<file path="src/rtc_defs.vh">
`ifndef RTC_DEFS_VH
`define RTC_DEFS_VH

// Register indexes; byte address is four times the index
`define IDX_MAIN_STATUS       3'h0
`define IDX_SLOT1             3'h1
`define IDX_SLOT2             3'h2
`define IDX_SLOT3             3'h3
`define IDX_SLOT4             3'h4
`define IDX_LAST              3'h4

// Main status fields
`define MS_PENDING            0
`define MS_PWR_FAIL           1
`define MS_PERIODIC           2
`define MS_ALARM              3
`define MS_BLOCK_SEL          6

// Periodic flag fields
`define PF_OSC_FAIL           6
`define PF_TEST_MODE          7

// Time capture control fields
`define TS_ENABLE             7
`define TS_HOLE               6

// Clock mode control fields
`define MODE_LEAP_LO          0
`define MODE_LEAP_HI          1
`define MODE_HOUR12           2
`define MODE_RUN              3
`define MODE_STANDBY_IRQ      4

// Multi output select field
`define OUT_CRYSTAL           7

// Interrupt control 1 fields
`define IC1_ALARM_EN          6
`define IC1_PWR_EN            7

// Reset values
`define RST_MAIN_STATUS       8'h00
`define RST_PERIODIC_FLAGS    8'h40
`define RST_TIME_CAPTURE      8'h00
`define RST_CLOCK_MODE        8'h00
`define RST_MULTI_OUTPUT      8'h00
`define RST_PERIODIC_EN       8'h00
`define RST_ALARM_EN          8'h00

// Bus answers
`define RESP_OKAY             2'b00
`define RESP_SLVERR           2'b10

`endif

</file>
<file path="src/rtc_ctrl_regs.v">
// Design decision made here: the AXI4-Lite register port.
`timescale 1ns/1ns
`include "rtc_defs.vh"

module rtc_ctrl_regs #(
  parameter SAVE_W = 40
) (
  // Clock and reset
  input  wire              clk_sys,
  input  wire              rst_b,
  // AXI4-Lite write address
  input  wire [4:0]        s_axi_awaddr,
  input  wire              s_axi_awvalid,
  output reg               s_axi_awready,
  // AXI4-Lite write data
  input  wire [31:0]       s_axi_wdata,
  input  wire [3:0]        s_axi_wstrb,
  input  wire              s_axi_wvalid,
  output reg               s_axi_wready,
  // AXI4-Lite write response
  output reg  [1:0]        s_axi_bresp,
  output reg               s_axi_bvalid,
  input  wire              s_axi_bready,
  // AXI4-Lite read
  input  wire [4:0]        s_axi_araddr,
  input  wire              s_axi_arvalid,
  output reg               s_axi_arready,
  output reg  [31:0]       s_axi_rdata,
  output reg  [1:0]        s_axi_rresp,
  output reg               s_axi_rvalid,
  input  wire              s_axi_rready,
  // Asynchronous pins and analog status
  input  wire              power_fail_input_b,
  input  wire              standby,
  input  wire              osc_running,
  input  wire              osc_fail,
  input  wire              crystal_clk,
  // Events from the counter chain, same clock
  input  wire [5:0]        rollover_tick,
  input  wire              alarm_match,
  input  wire              year_end,
  input  wire [SAVE_W-1:0] clock_time,
  // Interrupt pins; request pin open drain, multi output open drain only in standby
  output reg               interrupt_request_pin_b,
  output reg               interrupt_request_pin_oe,
  output reg               multi_function_output,
  output reg               multi_function_output_oe,
  // Control to the counter chain
  output reg               chain_run,
  output reg               hour12_mode,
  output reg  [1:0]        leap_count,
  output reg               feb29_enable,
  output reg               single_supply,
  output reg               osc_ref_enable,
  output reg               test_mode_enable,
  output reg  [SAVE_W-1:0] saved_time
);

  // Word index decode, shared by read and write paths
  function [3:0] decode;
    input [4:0] addr;
    begin
      if (addr[1:0] != 2'b00 || addr[4:2] > `IDX_LAST) begin
        decode = 4'h8;
      end else begin
        decode = {1'b0, addr[4:2]};
      end
    end
  endfunction

  // Two-flop synchronisers for every asynchronous input
  reg [4:0] sync1_r;
  reg [4:0] sync2_r;
  always @(posedge clk_sys or negedge rst_b) begin
    if (!rst_b) begin
      sync1_r <= 5'h01;
      sync2_r <= 5'h01;
    end else begin
      sync1_r <= {crystal_clk, osc_fail, osc_running, standby, power_fail_input_b};
      sync2_r <= sync1_r;
    end
  end
  wire pwr_pin_hi   = sync2_r[0];
  wire stby         = sync2_r[1];
  wire osc_ok       = sync2_r[2];
  wire osc_bad      = sync2_r[3];
  wire xtal         = sync2_r[4];

  reg  stby_d_r;
  reg  osc_bad_d_r;
  wire stby_enter = stby & ~stby_d_r;
  wire osc_fail_ev = osc_bad & ~osc_bad_d_r;

  // Register storage
  reg [7:0] main_r;
  reg [5:0] flags_r;
  reg       osc_fail_r;
  reg       single_r;
  reg       test_r;
  reg [7:0] tcap_r;
  reg [7:0] mode_r;
  reg [7:0] outsel_r;
  reg [7:0] pen_r;
  reg [7:0] aen_r;
  reg       osc_started_r;
  reg [SAVE_W-1:0] save_r;

  // Write channel holding
  reg [4:0] waddr_r;
  reg       aw_have_r;
  reg [7:0] wdata_r;
  reg       wbyte_r;
  reg       w_have_r;
  wire      wr_go = aw_have_r & w_have_r & ~s_axi_bvalid;
  wire [3:0] widx = decode(waddr_r);
  wire      wr_ok = wr_go & ~widx[3];
  wire      wr_en = wr_ok & wbyte_r;
  wire      blk = main_r[`MS_BLOCK_SEL];

  wire wr_main   = wr_en & (widx[2:0] == `IDX_MAIN_STATUS);
  wire wr_flags  = wr_en & ~blk & (widx[2:0] == `IDX_SLOT3);
  wire wr_tcap   = wr_en & ~blk & (widx[2:0] == `IDX_SLOT4);
  wire wr_mode   = wr_en &  blk & (widx[2:0] == `IDX_SLOT1);
  wire wr_outsel = wr_en &  blk & (widx[2:0] == `IDX_SLOT2);
  wire wr_pen    = wr_en &  blk & (widx[2:0] == `IDX_SLOT3);
  wire wr_aen    = wr_en &  blk & (widx[2:0] == `IDX_SLOT4);

  // Read decode
  wire [3:0] ridx = decode(s_axi_araddr);
  wire      rd_go = s_axi_arvalid & ~s_axi_rvalid;
  wire      rd_flags = rd_go & ~ridx[3] & ~blk & (ridx[2:0] == `IDX_SLOT3);

  // Interrupt causes and pin levels
  wire irq_live     = ~stby | mode_r[`MODE_STANDBY_IRQ];
  wire periodic_ev  = |(rollover_tick & pen_r[5:0]);
  wire pf_irq       = main_r[`MS_PWR_FAIL] & aen_r[`IC1_PWR_EN] & irq_live;
  wire out_is_irq   = ~outsel_r[`OUT_CRYSTAL];
  wire irq_pin_nxt  = irq_live & (main_r[`MS_PERIODIC] |
                      (main_r[`MS_ALARM] & aen_r[`IC1_ALARM_EN]));
  wire pending_nxt  = irq_pin_nxt | (out_is_irq & pf_irq);

  // Bus handshakes
  always @(posedge clk_sys or negedge rst_b) begin
    if (!rst_b) begin
      s_axi_awready <= 1'b0;
      s_axi_wready  <= 1'b0;
      s_axi_bvalid  <= 1'b0;
      s_axi_bresp   <= `RESP_OKAY;
      s_axi_arready <= 1'b0;
      s_axi_rvalid  <= 1'b0;
      s_axi_rresp   <= `RESP_OKAY;
      s_axi_rdata   <= 32'h00000000;
      aw_have_r     <= 1'b0;
      w_have_r      <= 1'b0;
      waddr_r       <= 5'h00;
      wdata_r       <= 8'h00;
      wbyte_r       <= 1'b0;
    end else begin
      // Ready is a one-cycle pulse only when a slot is free
      s_axi_awready <= s_axi_awvalid & ~aw_have_r & ~s_axi_awready;
      s_axi_wready  <= s_axi_wvalid & ~w_have_r & ~s_axi_wready;
      if (s_axi_awvalid & s_axi_awready) begin
        aw_have_r <= 1'b1;
        waddr_r   <= s_axi_awaddr;
      end
      if (s_axi_wvalid & s_axi_wready) begin
        w_have_r <= 1'b1;
        wdata_r  <= s_axi_wdata[7:0];
        wbyte_r  <= s_axi_wstrb[0];
      end
      if (wr_go) begin
        aw_have_r    <= 1'b0;
        w_have_r     <= 1'b0;
        s_axi_bvalid <= 1'b1;
        s_axi_bresp  <= widx[3] ? `RESP_SLVERR : `RESP_OKAY;
      end else if (s_axi_bready) begin
        s_axi_bvalid <= 1'b0;
      end
      s_axi_arready <= rd_go;
      if (rd_go) begin
        s_axi_rvalid <= 1'b1;
        s_axi_rresp  <= ridx[3] ? `RESP_SLVERR : `RESP_OKAY;
        s_axi_rdata  <= 32'h00000000;
        if (ridx[3]) begin
          s_axi_rdata <= 32'h00000000;
        end else if (ridx[2:0] == `IDX_MAIN_STATUS) begin
          s_axi_rdata[7:0] <= main_r;
        end else if (~blk && ridx[2:0] == `IDX_SLOT3) begin
          s_axi_rdata[7:0] <= {test_r, osc_fail_r, flags_r};
        end else if (~blk && ridx[2:0] == `IDX_SLOT4) begin
          s_axi_rdata[7:0] <= {tcap_r[7], 1'b0, tcap_r[5:0]};
        end else if (blk && ridx[2:0] == `IDX_SLOT1) begin
          s_axi_rdata[7:0] <= mode_r;
        end else if (blk && ridx[2:0] == `IDX_SLOT2) begin
          s_axi_rdata[7:0] <= outsel_r;
        end else if (blk && ridx[2:0] == `IDX_SLOT3) begin
          s_axi_rdata[7:0] <= pen_r;
        end else if (blk && ridx[2:0] == `IDX_SLOT4) begin
          s_axi_rdata[7:0] <= aen_r;
        end
      end else if (s_axi_rready) begin
        s_axi_rvalid <= 1'b0;
      end
    end
  end

  // Main status: causes, pending, block select, storage
  always @(posedge clk_sys or negedge rst_b) begin
    if (!rst_b) begin
      main_r <= `RST_MAIN_STATUS;
    end else begin
      if (wr_main) begin
        main_r[7:4] <= wdata_r[7:4];
      end
      main_r[`MS_PWR_FAIL] <= ~pwr_pin_hi;
      // Set wins over the write-one clear
      if (periodic_ev) begin
        main_r[`MS_PERIODIC] <= 1'b1;
      end else if (wr_main & wdata_r[`MS_PERIODIC]) begin
        main_r[`MS_PERIODIC] <= 1'b0;
      end
      if (alarm_match) begin
        main_r[`MS_ALARM] <= 1'b1;
      end else if (wr_main & wdata_r[`MS_ALARM]) begin
        main_r[`MS_ALARM] <= 1'b0;
      end
      main_r[`MS_PENDING] <= pending_nxt;
    end
  end

  // Periodic flags, oscillator fail, supply and test bits
  localparam [7:0] FLAGS_RST = `RST_PERIODIC_FLAGS;
  always @(posedge clk_sys or negedge rst_b) begin
    if (!rst_b) begin
      flags_r    <= FLAGS_RST[5:0];
      osc_fail_r <= FLAGS_RST[`PF_OSC_FAIL];
      single_r   <= 1'b1;
      test_r     <= FLAGS_RST[`PF_TEST_MODE];
    end else begin
      // A tick in the read cycle survives the read clear
      flags_r <= rollover_tick | (flags_r & {6{~rd_flags}});
      if (osc_fail_ev) begin
        osc_fail_r <= 1'b1;
      end else if (wr_mode & wdata_r[`MODE_RUN] & osc_ok) begin
        osc_fail_r <= 1'b0;
      end
      if (osc_fail_ev) begin
        single_r <= 1'b1;
      end else if (wr_flags) begin
        single_r <= wdata_r[`PF_OSC_FAIL];
        test_r   <= wdata_r[`PF_TEST_MODE];
      end
    end
  end

  // Time capture control and the saved time
  always @(posedge clk_sys or negedge rst_b) begin
    if (!rst_b) begin
      tcap_r <= `RST_TIME_CAPTURE;
      save_r <= {SAVE_W{1'b0}};
    end else begin
      if (wr_tcap) begin
        tcap_r <= wdata_r;
      end
      // Hardware clear on battery switchover wins over a write
      if (stby_enter) begin
        tcap_r[`TS_ENABLE] <= 1'b0;
      end
      if (tcap_r[`TS_ENABLE]) begin
        save_r <= clock_time;
      end
    end
  end

  // Clock mode, output select, interrupt enables
  always @(posedge clk_sys or negedge rst_b) begin
    if (!rst_b) begin
      mode_r        <= `RST_CLOCK_MODE;
      outsel_r      <= `RST_MULTI_OUTPUT;
      pen_r         <= `RST_PERIODIC_EN;
      aen_r         <= `RST_ALARM_EN;
      osc_started_r <= 1'b0;
    end else begin
      if (osc_ok) begin
        osc_started_r <= 1'b1;
      end
      if (wr_mode) begin
        mode_r <= wdata_r;
      end else if (year_end) begin
        mode_r[`MODE_LEAP_HI:`MODE_LEAP_LO] <=
          mode_r[`MODE_LEAP_HI:`MODE_LEAP_LO] + 2'b01;
      end
      // Run held low until the oscillator has started, dropped on a fail
      if (osc_fail_ev || !osc_started_r) begin
        mode_r[`MODE_RUN] <= 1'b0;
      end
      if (wr_outsel) begin
        outsel_r <= wdata_r;
      end
      if (wr_pen) begin
        pen_r <= wdata_r;
      end
      if (wr_aen) begin
        aen_r <= wdata_r;
      end
      if (stby_enter && !mode_r[`MODE_STANDBY_IRQ]) begin
        pen_r[5:0] <= 6'h00;
        aen_r[`IC1_ALARM_EN] <= 1'b0;
        aen_r[`IC1_PWR_EN] <= 1'b0;
      end
    end
  end

  // Registered outputs
  always @(posedge clk_sys or negedge rst_b) begin
    if (!rst_b) begin
      stby_d_r                 <= 1'b0;
      osc_bad_d_r              <= 1'b0;
      interrupt_request_pin_b  <= 1'b1;
      interrupt_request_pin_oe <= 1'b0;
      multi_function_output    <= 1'b1;
      multi_function_output_oe <= 1'b0;
      chain_run                <= 1'b0;
      hour12_mode              <= 1'b0;
      leap_count               <= 2'b00;
      feb29_enable             <= 1'b1;
      single_supply            <= 1'b1;
      osc_ref_enable           <= 1'b0;
      test_mode_enable         <= 1'b0;
      saved_time               <= {SAVE_W{1'b0}};
    end else begin
      stby_d_r    <= stby;
      osc_bad_d_r <= osc_bad;
      // Request pin open drain: only ever pulls low; multi output drives both levels outside standby
      interrupt_request_pin_b  <= 1'b0;
      interrupt_request_pin_oe <= irq_pin_nxt;
      if (out_is_irq) begin
        multi_function_output    <= ~pf_irq;
        multi_function_output_oe <= stby ? pf_irq : 1'b1;
      end else begin
        multi_function_output    <= xtal;
        multi_function_output_oe <= stby ? ~xtal : 1'b1;
      end
      chain_run        <= mode_r[`MODE_RUN] & osc_started_r & ~osc_fail_ev;
      hour12_mode      <= mode_r[`MODE_HOUR12];
      leap_count       <= mode_r[`MODE_LEAP_HI:`MODE_LEAP_LO];
      feb29_enable     <= (mode_r[`MODE_LEAP_HI:`MODE_LEAP_LO] == 2'b00);
      single_supply    <= single_r;
      osc_ref_enable   <= ~single_r;
      test_mode_enable <= test_r;
      saved_time       <= save_r;
    end
  end

endmodule

</file>
<file path="config.mk">
export PLATFORM = sky130hd
export DESIGN_NAME = rtc_ctrl_regs
export DESIGN_NICKNAME = d
export VERILOG_FILES = /design/src/rtc_ctrl_regs.v
export VERILOG_INCLUDE_DIRS = /design/src
export SDC_FILE = /design/constraint.sdc
export NUM_CORES = 1
export LEC_CHECK = 0
export ABC_AREA = 1
export ABC_CLOCK_PERIOD_IN_PS = 1400
export BUFFER_PORTS_ARGS = -buffer_cell sky130_fd_sc_hd__buf_2
export CAP_MARGIN = 10
export CORE_AREA = 5 5 134 136
export CTS_CLUSTER_DIAMETER = 200
export CTS_CLUSTER_SIZE = 40
export DETAILED_ROUTE_END_ITERATION = 8
export DIE_AREA = 0 0 139 141
export PLACE_DENSITY = 0.72
export REMOVE_ABC_BUFFERS = 1
export SYNTH_ARGS = -nofsm -noshare
export SYNTH_HDL_FRONTEND = slang
export SYNTH_SLANG_ARGS = --single-unit
</file>
<file path="constraint.sdc">
create_clock -name clk_sys -period 1.4 [get_ports clk_sys]
set_clock_uncertainty 0.05 [all_clocks]
set_input_delay 0.07 -clock clk_sys [delete_from_list [all_inputs] [get_ports clk_sys]]
set_output_delay 0.07 -clock clk_sys [all_outputs]
set_load 0.01 [all_outputs]
</file>
==> flow_summary.toml, run 1 <==
[status]
status = "finished, violations left"
violations = "setup timing"

[cells_and_area]
final_common_cell = "nand2_1"
nets = 1115
mostFrequentLayoutCells = "nand2_1, dfrtp_1, buf_2"
antenna_cells = 0
final_area_mm2 = 0.01034
drive_gt1_share_pct = 30.95
layout.cells.non_filler = 1246
final.fill_count = 1366
area_delta_synth_final_pct = 40.47

[power_and_ir_drop]
combPwrFrac_pct = 22.2
intPower_uw = 11460
ir_worst_vdd_mv = 1.134
power_frac_clock_pct = 32.2
p_sw_uw = 4902
power_uw = 16360
power.density_mw_per_mm2 = 1581
leakage_uw = 0.005064
pwr-share-seq_pct = 45.6
swShare_pct = 29.96

[floorplan]
io-pin-count = 199
start_util_pct = 43.79
die_height_um = 141
design.core.area_mm2 = 0.01682
die-area_mm2 = 0.01960
die_w_um = 139
fp-row-count = 48

[route]
via_per_inst = 4.685
drt_first_iter_violations = 381
antenna_left = 0
first_pass_iters = 5
drt-total-wl_um = 18770
drc_errors = 0
wl_per_cell_um = 15.06
via_count = 5838

[synthesis]
synth_edf_count = 0
ys_seq_area_share_pct = 65.38
synth_cells = 737
yosys.cell_types.count = 39
avgSynthCellArea_um2 = 9.993
synth_ff_type = "dfrtp_1"
postSynthRegisterBits = 192
yosysWarnings = 0
synth_area_mm2 = 0.007365
synthArstFlopShare_pct = 100.0

[place]
placed_cell_area_mm2 = 0.008628
dp_hpwl_um = 12410
numPortBuffers = 145
gp_congestion = 0.8354
dp_cells = 1136

[sta]
clock.fmax_mhz = 632.8
finalHoldViolCount = 0
timing.final.ws_setup_ns = -0.1803
setup_tns_ns = -6.420
min_period_over_period_pct = 112.9
slew_violations = 0
setup_viol = 50
rsz0062_at_grt = "true"
period_needed_ns = 1.580

[global_route]
grt_pass1_vias = 6008
grt_overflow = 0
grt_max_degree = 46
grt_usage_pct = 19.58
grt_pass1_wl_um = 30570
antenna_found_initial = 0

[clock_network]
clock_sinks = 192
cts_root_buf = "clkbuf_16"
clk_transition_reported_paths_ns = 0.07
cts_buffer_depth = 2
cts_max_level = 4
clkLatencyLatePin_ns = 0.43
cts_buffers = 17
tritoncts = "done"

[setup_path]
arrival_ns = 1.83
cp-end-kind = "register"
cp-start-kind = "register"
crit_path_max_fanout = 5
critical_path_class = "register to register"
crit_required_ns = 1.65

[min_path]
min_path_type = "input port to register"

[run]
drv_cap = 0
per-layer routing:
| metal | GRT usage, % | up-vias | share of wire (%) |
|---|---|---|---|
| met5 | 0 | - | 0 |
| met4 | 7.415 | 0 | 2.6 |
| met3 | 7.632 | 35 | 8.8 |
| met2 | 31.58 | 209 | 48 |
| met1 | 24.01 | 2792 | 41 |
| li1 | - | 2802 | - |
state kept, by name (all words and copies together), names as in the netlist, 2 cells and up:
signal / count
aen_r: 8
flags_r: 6
pen_r: 8
outsel_r: 8
sync2_r: 5
waddr_r: 5
sync1_r: 5
mode_r: 8
main_r: 8
tcap_r: 7
s_axi_rdata: 8
saved_time: 40
wdata_r: 8
leap_count: 2
save_r: 40
repair_timing:
action	4_1_cts	5_1_grt
endpoints found under the setup margin	58	60
pin swaps	3	25
endpoints found under the hold margin	257	0
hold buffers	72	0
gates resized for setup	38	42
setup buffers	2	4
cells by family after synthesis:
logic type	Yosys count	synth area share (%)
DFF	192	65.38
AOI/OAI and AO/OA	98	7.510
buffers and inverters	104	6.881
xor gates and xnor gates	1	0.1189
other	1	0.05092
adders and majority gates	1	0.1699
and+or+nand+nor	340	19.89
power by group through the flow:
stage | Combinational, µW | Clock [µW] | Sequential [µW]
after floorplan | 1320 | 0 | 7680
after global placement | 3200 | 0 | 7470
after detailed placement | 3240 | 0 | 7520
after CTS | 3500 | 5370 | 7450
after global routing | 4040 | 5590 | 7610
final | 3630 | 5260 | 7460
synthesized netlist by cell type (2+ instances only):
cell type | count | area share (%)
o21ai_1 | 10 | 0.68
clkbuf_1 | 12 | 0.61
nor3b_1 | 2 | 0.20
nor2_2 | 3 | 0.25
o21ai_0 | 48 | 3.3
o22ai_1 | 4 | 0.34
inv_2 | 3 | 0.15
nand2_1 | 261 | 13
nand2_2 | 6 | 0.51
dfstp_2 | 8 | 2.9
nor2_1 | 27 | 1.4
nand3_1 | 15 | 1.0
or2_2 | 7 | 0.59
clkinv_1 | 3 | 0.15
nor2_4 | 5 | 0.76
nand4_1 | 8 | 0.68
inv_1 | 56 | 2.9
dfrtp_1 | 184 | 63
buf_6 | 2 | 0.31
buf_4 | 26 | 2.7
o21ai_2 | 9 | 1.1
a21oi_1 | 18 | 1.2
o21bai_1 | 4 | 0.41
critical path: stages (launching register included):
cell and delay (ns):
dfrtp_1 0.39, o21ai_2 0.15, nand2_2 0.11, nor2_4 0.11, nand2_4 0.09, nor2_8 0.15, nand2_2 0.09, nand2_4 0.10
inv_1 0.08, nand2_1 0.06, o21ai_1 0.07
worst paths after layout:
kind                            cells past startpoint                         endpoint                    from  slack [ns]
worst min register to register                      0             sync2_r[2]$_DFF_PN0_    sync1_r[2]$_DFF_PN0_        0.30
worst max register to register                     10             pen_r[5]$_DFFE_PN0P_  waddr_r[2]$_DFFE_PN0P_       -0.18
worst min-delay path                                4          s_axi_arready$_DFF_PN0_           s_axi_arvalid        0.04
max in group asynchronous                           3  multi_function_output$_DFF_PN1_                   rst_b        0.59
min in group asynchronous                           2            mode_r[1]$_DFFE_PN0P_                   rst_b        0.06
worst max-delay path                               10             pen_r[5]$_DFFE_PN0P_  waddr_r[2]$_DFFE_PN0P_       -0.18
layout make-up:
| type | count | area, µm² | area share (%) |
|---|---|---|---|
| flip-flops and latches | 192 | 4816 | 46.55 |
| clock buffers | 20 | 436.7 | 4.221 |
| well taps | 225 | 281.5 | 2.721 |
| multi-input cells | 467 | 2371 | 22.92 |
| clock inverters | 12 | 205.2 | 1.984 |
| inverters | 63 | 252.7 | 2.443 |
| repair buffers | 267 | 1982 | 19.16 |
through the flow:
stage          hold slack, ns  worst slack [ns]  utilization, %
6_report              0.03944           -0.1803           61.52
5_1_grt               0.06080           -0.2687           61.52
4_1_cts               0.05154           -0.1707           60.28
3_5_place_dp         -0.06101           -0.2438           51.31
3_3_place_gp         -0.05914           -0.1883           51.31
2_1_floorplan         -0.2756           -0.6128               -
Power figures use the tool's default switching activity.
==> run 2, diff against run 1 <==
--- a/config.mk
+++ b/config.mk
@@ -10,12 +10,12 @@
 export ABC_CLOCK_PERIOD_IN_PS = 1400
 export BUFFER_PORTS_ARGS = -buffer_cell sky130_fd_sc_hd__buf_2
 export CAP_MARGIN = 10
-export CORE_AREA = 5 5 134 136
+export CORE_AREA = 5 5 152 154
 export CTS_CLUSTER_DIAMETER = 200
 export CTS_CLUSTER_SIZE = 40
 export DETAILED_ROUTE_END_ITERATION = 8
-export DIE_AREA = 0 0 139 141
-export PLACE_DENSITY = 0.72
+export DIE_AREA = 0 0 157 159
+export RECOVER_POWER = 100
 export REMOVE_ABC_BUFFERS = 1
 export SYNTH_ARGS = -nofsm -noshare
 export SYNTH_HDL_FRONTEND = slang
==> flow_summary.toml, run 2 (same netlist as run 1, synthesis figures left out) <==
[setup_path]
cp-start-kind = "register"
arrival_ns = 1.87
critical_path_class = "register to register"
worst_r2r_path_depth = 9
crit_slowest_cell = "dfrtp_1"
crit_path_cell_trace = "o21ai_2 > nand2_2 > nor2_4 > nand2_4 > nor2_8 > nand2_2 > buf_4 > nand2_1 > o21ai_1"
cp-end-kind = "register"
path_common_cell = "nand2_2"
worst_r2r_endpoint = "mode_r[2]$_DFFE_PN0P_"
max_stage_delay_ns = 0.39
crit_required_ns = 1.66
crit_path_max_fanout = 7
crit_family = "simple AND/OR/NAND/NOR gates"
rrSetupSlack_ns = -0.21
timing.rr.start = "waddr_r[2]$_DFFE_PN0P_"
crit_buf_inv = 1

[clock_network]
cts_buffer_depth = 2
clock_sinks = 192
tritoncts = "done"
clkLatencyLatePin_ns = 0.44
cts_buffers = 17
cts_root_buf = "clkbuf_16"
clk_transition_reported_paths_ns = 0.07
cts_max_level = 4

[floorplan]
die_height_um = 159
start_util_pct = 34.17
design.core.area_mm2 = 0.02155
die_w_um = 157
fp-row-count = 54
io-pin-count = 199
die-area_mm2 = 0.02496

[min_path]
min_to = "s_axi_rresp[1]$_DFFE_PN0P_"
min_path_cells = 5
worstHoldStart = "s_axi_arvalid"
min_path_type = "input port to register"

[cells_and_area]
regArea_mm2 = 0.004816
final.fill_count = 1998
mostFrequentLayoutCells = "nand2_1, dfrtp_1, buf_2"
area_delta_synth_final_pct = 40.69
utilization_pct = 48.07
final_common_cell = "nand2_1"
antenna_cells = 0
nets = 1120
multi_input_area_mm2 = 0.002419
largestRegisters = "save_r (40), saved_time (40)"
drive_gt1_share_pct = 32.36

[sta]
period_needed_ns = 1.608
setup_viol = 48
tightest_slew_ns = 0.7723
timing.final.ws_setup_ns = -0.2080
finalHoldViolCount = 0
slew_headroom_pct = 48.51
min_period_over_period_pct = 114.9
rsz0062_at_grt = "true"
clock.fmax_mhz = 621.9
setup_tns_ns = -7.466
slew_violations = 0

[route]
via_per_inst = 4.426
drt_first_iter_violations = 258
via_count = 5780
drt-total-wl_um = 19500
antenna_left = 0
wl_per_cell_um = 14.93
drc_errors = 0
first_pass_iters = 4

[power_and_ir_drop]
p_sw_uw = 5238
leakage_uw = 0.005036
swShare_pct = 32.58
power.density_mw_per_mm2 = 1552
combPwrFrac_pct = 22.2
ir_worst_vdd_mv = 1.079
intPower_uw = 10840
pwr-share-seq_pct = 46.4
power_frac_clock_pct = 31.5

[global_route]
grt_max_degree = 42
grt_usage_pct = 15.72
antenna_found_initial = 0
grt_pass1_wl_um = 31150
grt_pass1_vias = 6132
grt_overflow = 0

[place]
gp_congestion = 0.8362
dp_hpwl_um = 13360
numPortBuffers = 145

[status]
status = "finished, violations left"
violations = "setup timing"

[run]
drv_cap = 0
-- run 2: cell count changes in the layout (fill, tap and decap cells not counted), sizes merged --
| cell | previous run | this run |
|---|---|---|
| clkinvlp | 2 | 0 |
| clkbuf | 21 | 26 |
| nand2 | 268 | 269 |
| clkinv | 5 | 6 |
| bufinv | 5 | 1 |
| nand4 | 10 | 11 |
| buf | 194 | 190 |
| inv | 63 | 70 |
-- run 2: worst max-delay path by stage --
stage / start / endpoint / cells past startpoint
2_1_floorplan: tcap_r[7]$_DFFE_PN0P_ / s_axi_rdata[7]$_DFFE_PN0P_ / 6
3_3_place_gp: waddr_r[1]$_DFFE_PN0P_ / outsel_r[4]$_DFFE_PN0P_ / 8
3_5_place_dp: waddr_r[2]$_DFFE_PN0P_ / outsel_r[5]$_DFFE_PN0P_ / 8
4_1_cts: waddr_r[2]$_DFFE_PN0P_ / mode_r[2]$_DFFE_PN0P_ / 9
5_1_grt: waddr_r[2]$_DFFE_PN0P_ / pen_r[1]$_DFFE_PN0P_ / 10
6_report: waddr_r[2]$_DFFE_PN0P_ / mode_r[2]$_DFFE_PN0P_ / 9
-- run 2: stage by stage --
step | setup slack [ns] | total power [µW] | cell area (µm²) | hold slack, ns | instances
floorplan | -0.6128 | 8999 | 7194 | -0.2756 | 722
detailed placement | -0.2329 | 10780 | 8725 | -0.05045 | 1193
global route | -0.3217 | 17060 | 10360 | 0.05280 | 1306
finish | -0.2080 | 16080 | 10360 | 0.002975 | 1306
global placement | -0.2065 | 10710 | 8725 | -0.05017 | 1193
CTS | -0.1594 | 16130 | 10170 | 0.03657 | 1300
-- run 2: layout make-up --
class / count / share of cell area [%]
inverters: 63 / 2.427
well taps: 280 / 3.381
repair buffers: 270 / 18.40
clock inverters: 14 / 1.727
multi-input cells: 469 / 23.34
flip-flops and latches: 192 / 46.48
clock buffers: 18 / 4.239
-- run 2: timing repair --
item                                   4_1_cts  5_1_grt
buffers inserted                             3        4
hold buffers                                72        0
pin swaps                                    2       24
endpoints found under the hold margin      264        0
resized for setup                           20       70
cloned                                       0        2
setup endpoints to repair                   56       62
-- run 2: power groups by stage --
stage / Combinational, µW / Clock (µW) / Sequential, µW
3_3_place_gp: 3230 / 0 / 7480
5_1_grt: 4010 / 5440 / 7610
3_5_place_dp: 3240 / 0 / 7540
2_1_floorplan: 1320 / 0 / 7680
4_1_cts: 3480 / 5200 / 7450
6_report: 3570 / 5060 / 7450
-- run 2: metal layers --
| metal | up-vias | global-route usage [%] | routed length, µm |
|---|---|---|---|
| met3 | 18 | 7.013 | 1846 |
| met4 | 0 | 4.458 | 295 |
| met2 | 172 | 24.71 | 9177 |
| met1 | 2773 | 19.67 | 8178 |
| li1 | 2817 | - | - |
| met5 | - | 0 | 0 |
-- run 2: tightest hold or removal path, delay by kind of cell --
family                 cells  cell delay, ns
AND/OR/NAND/NOR            3            0.20
buffers and inverters      2            0.19
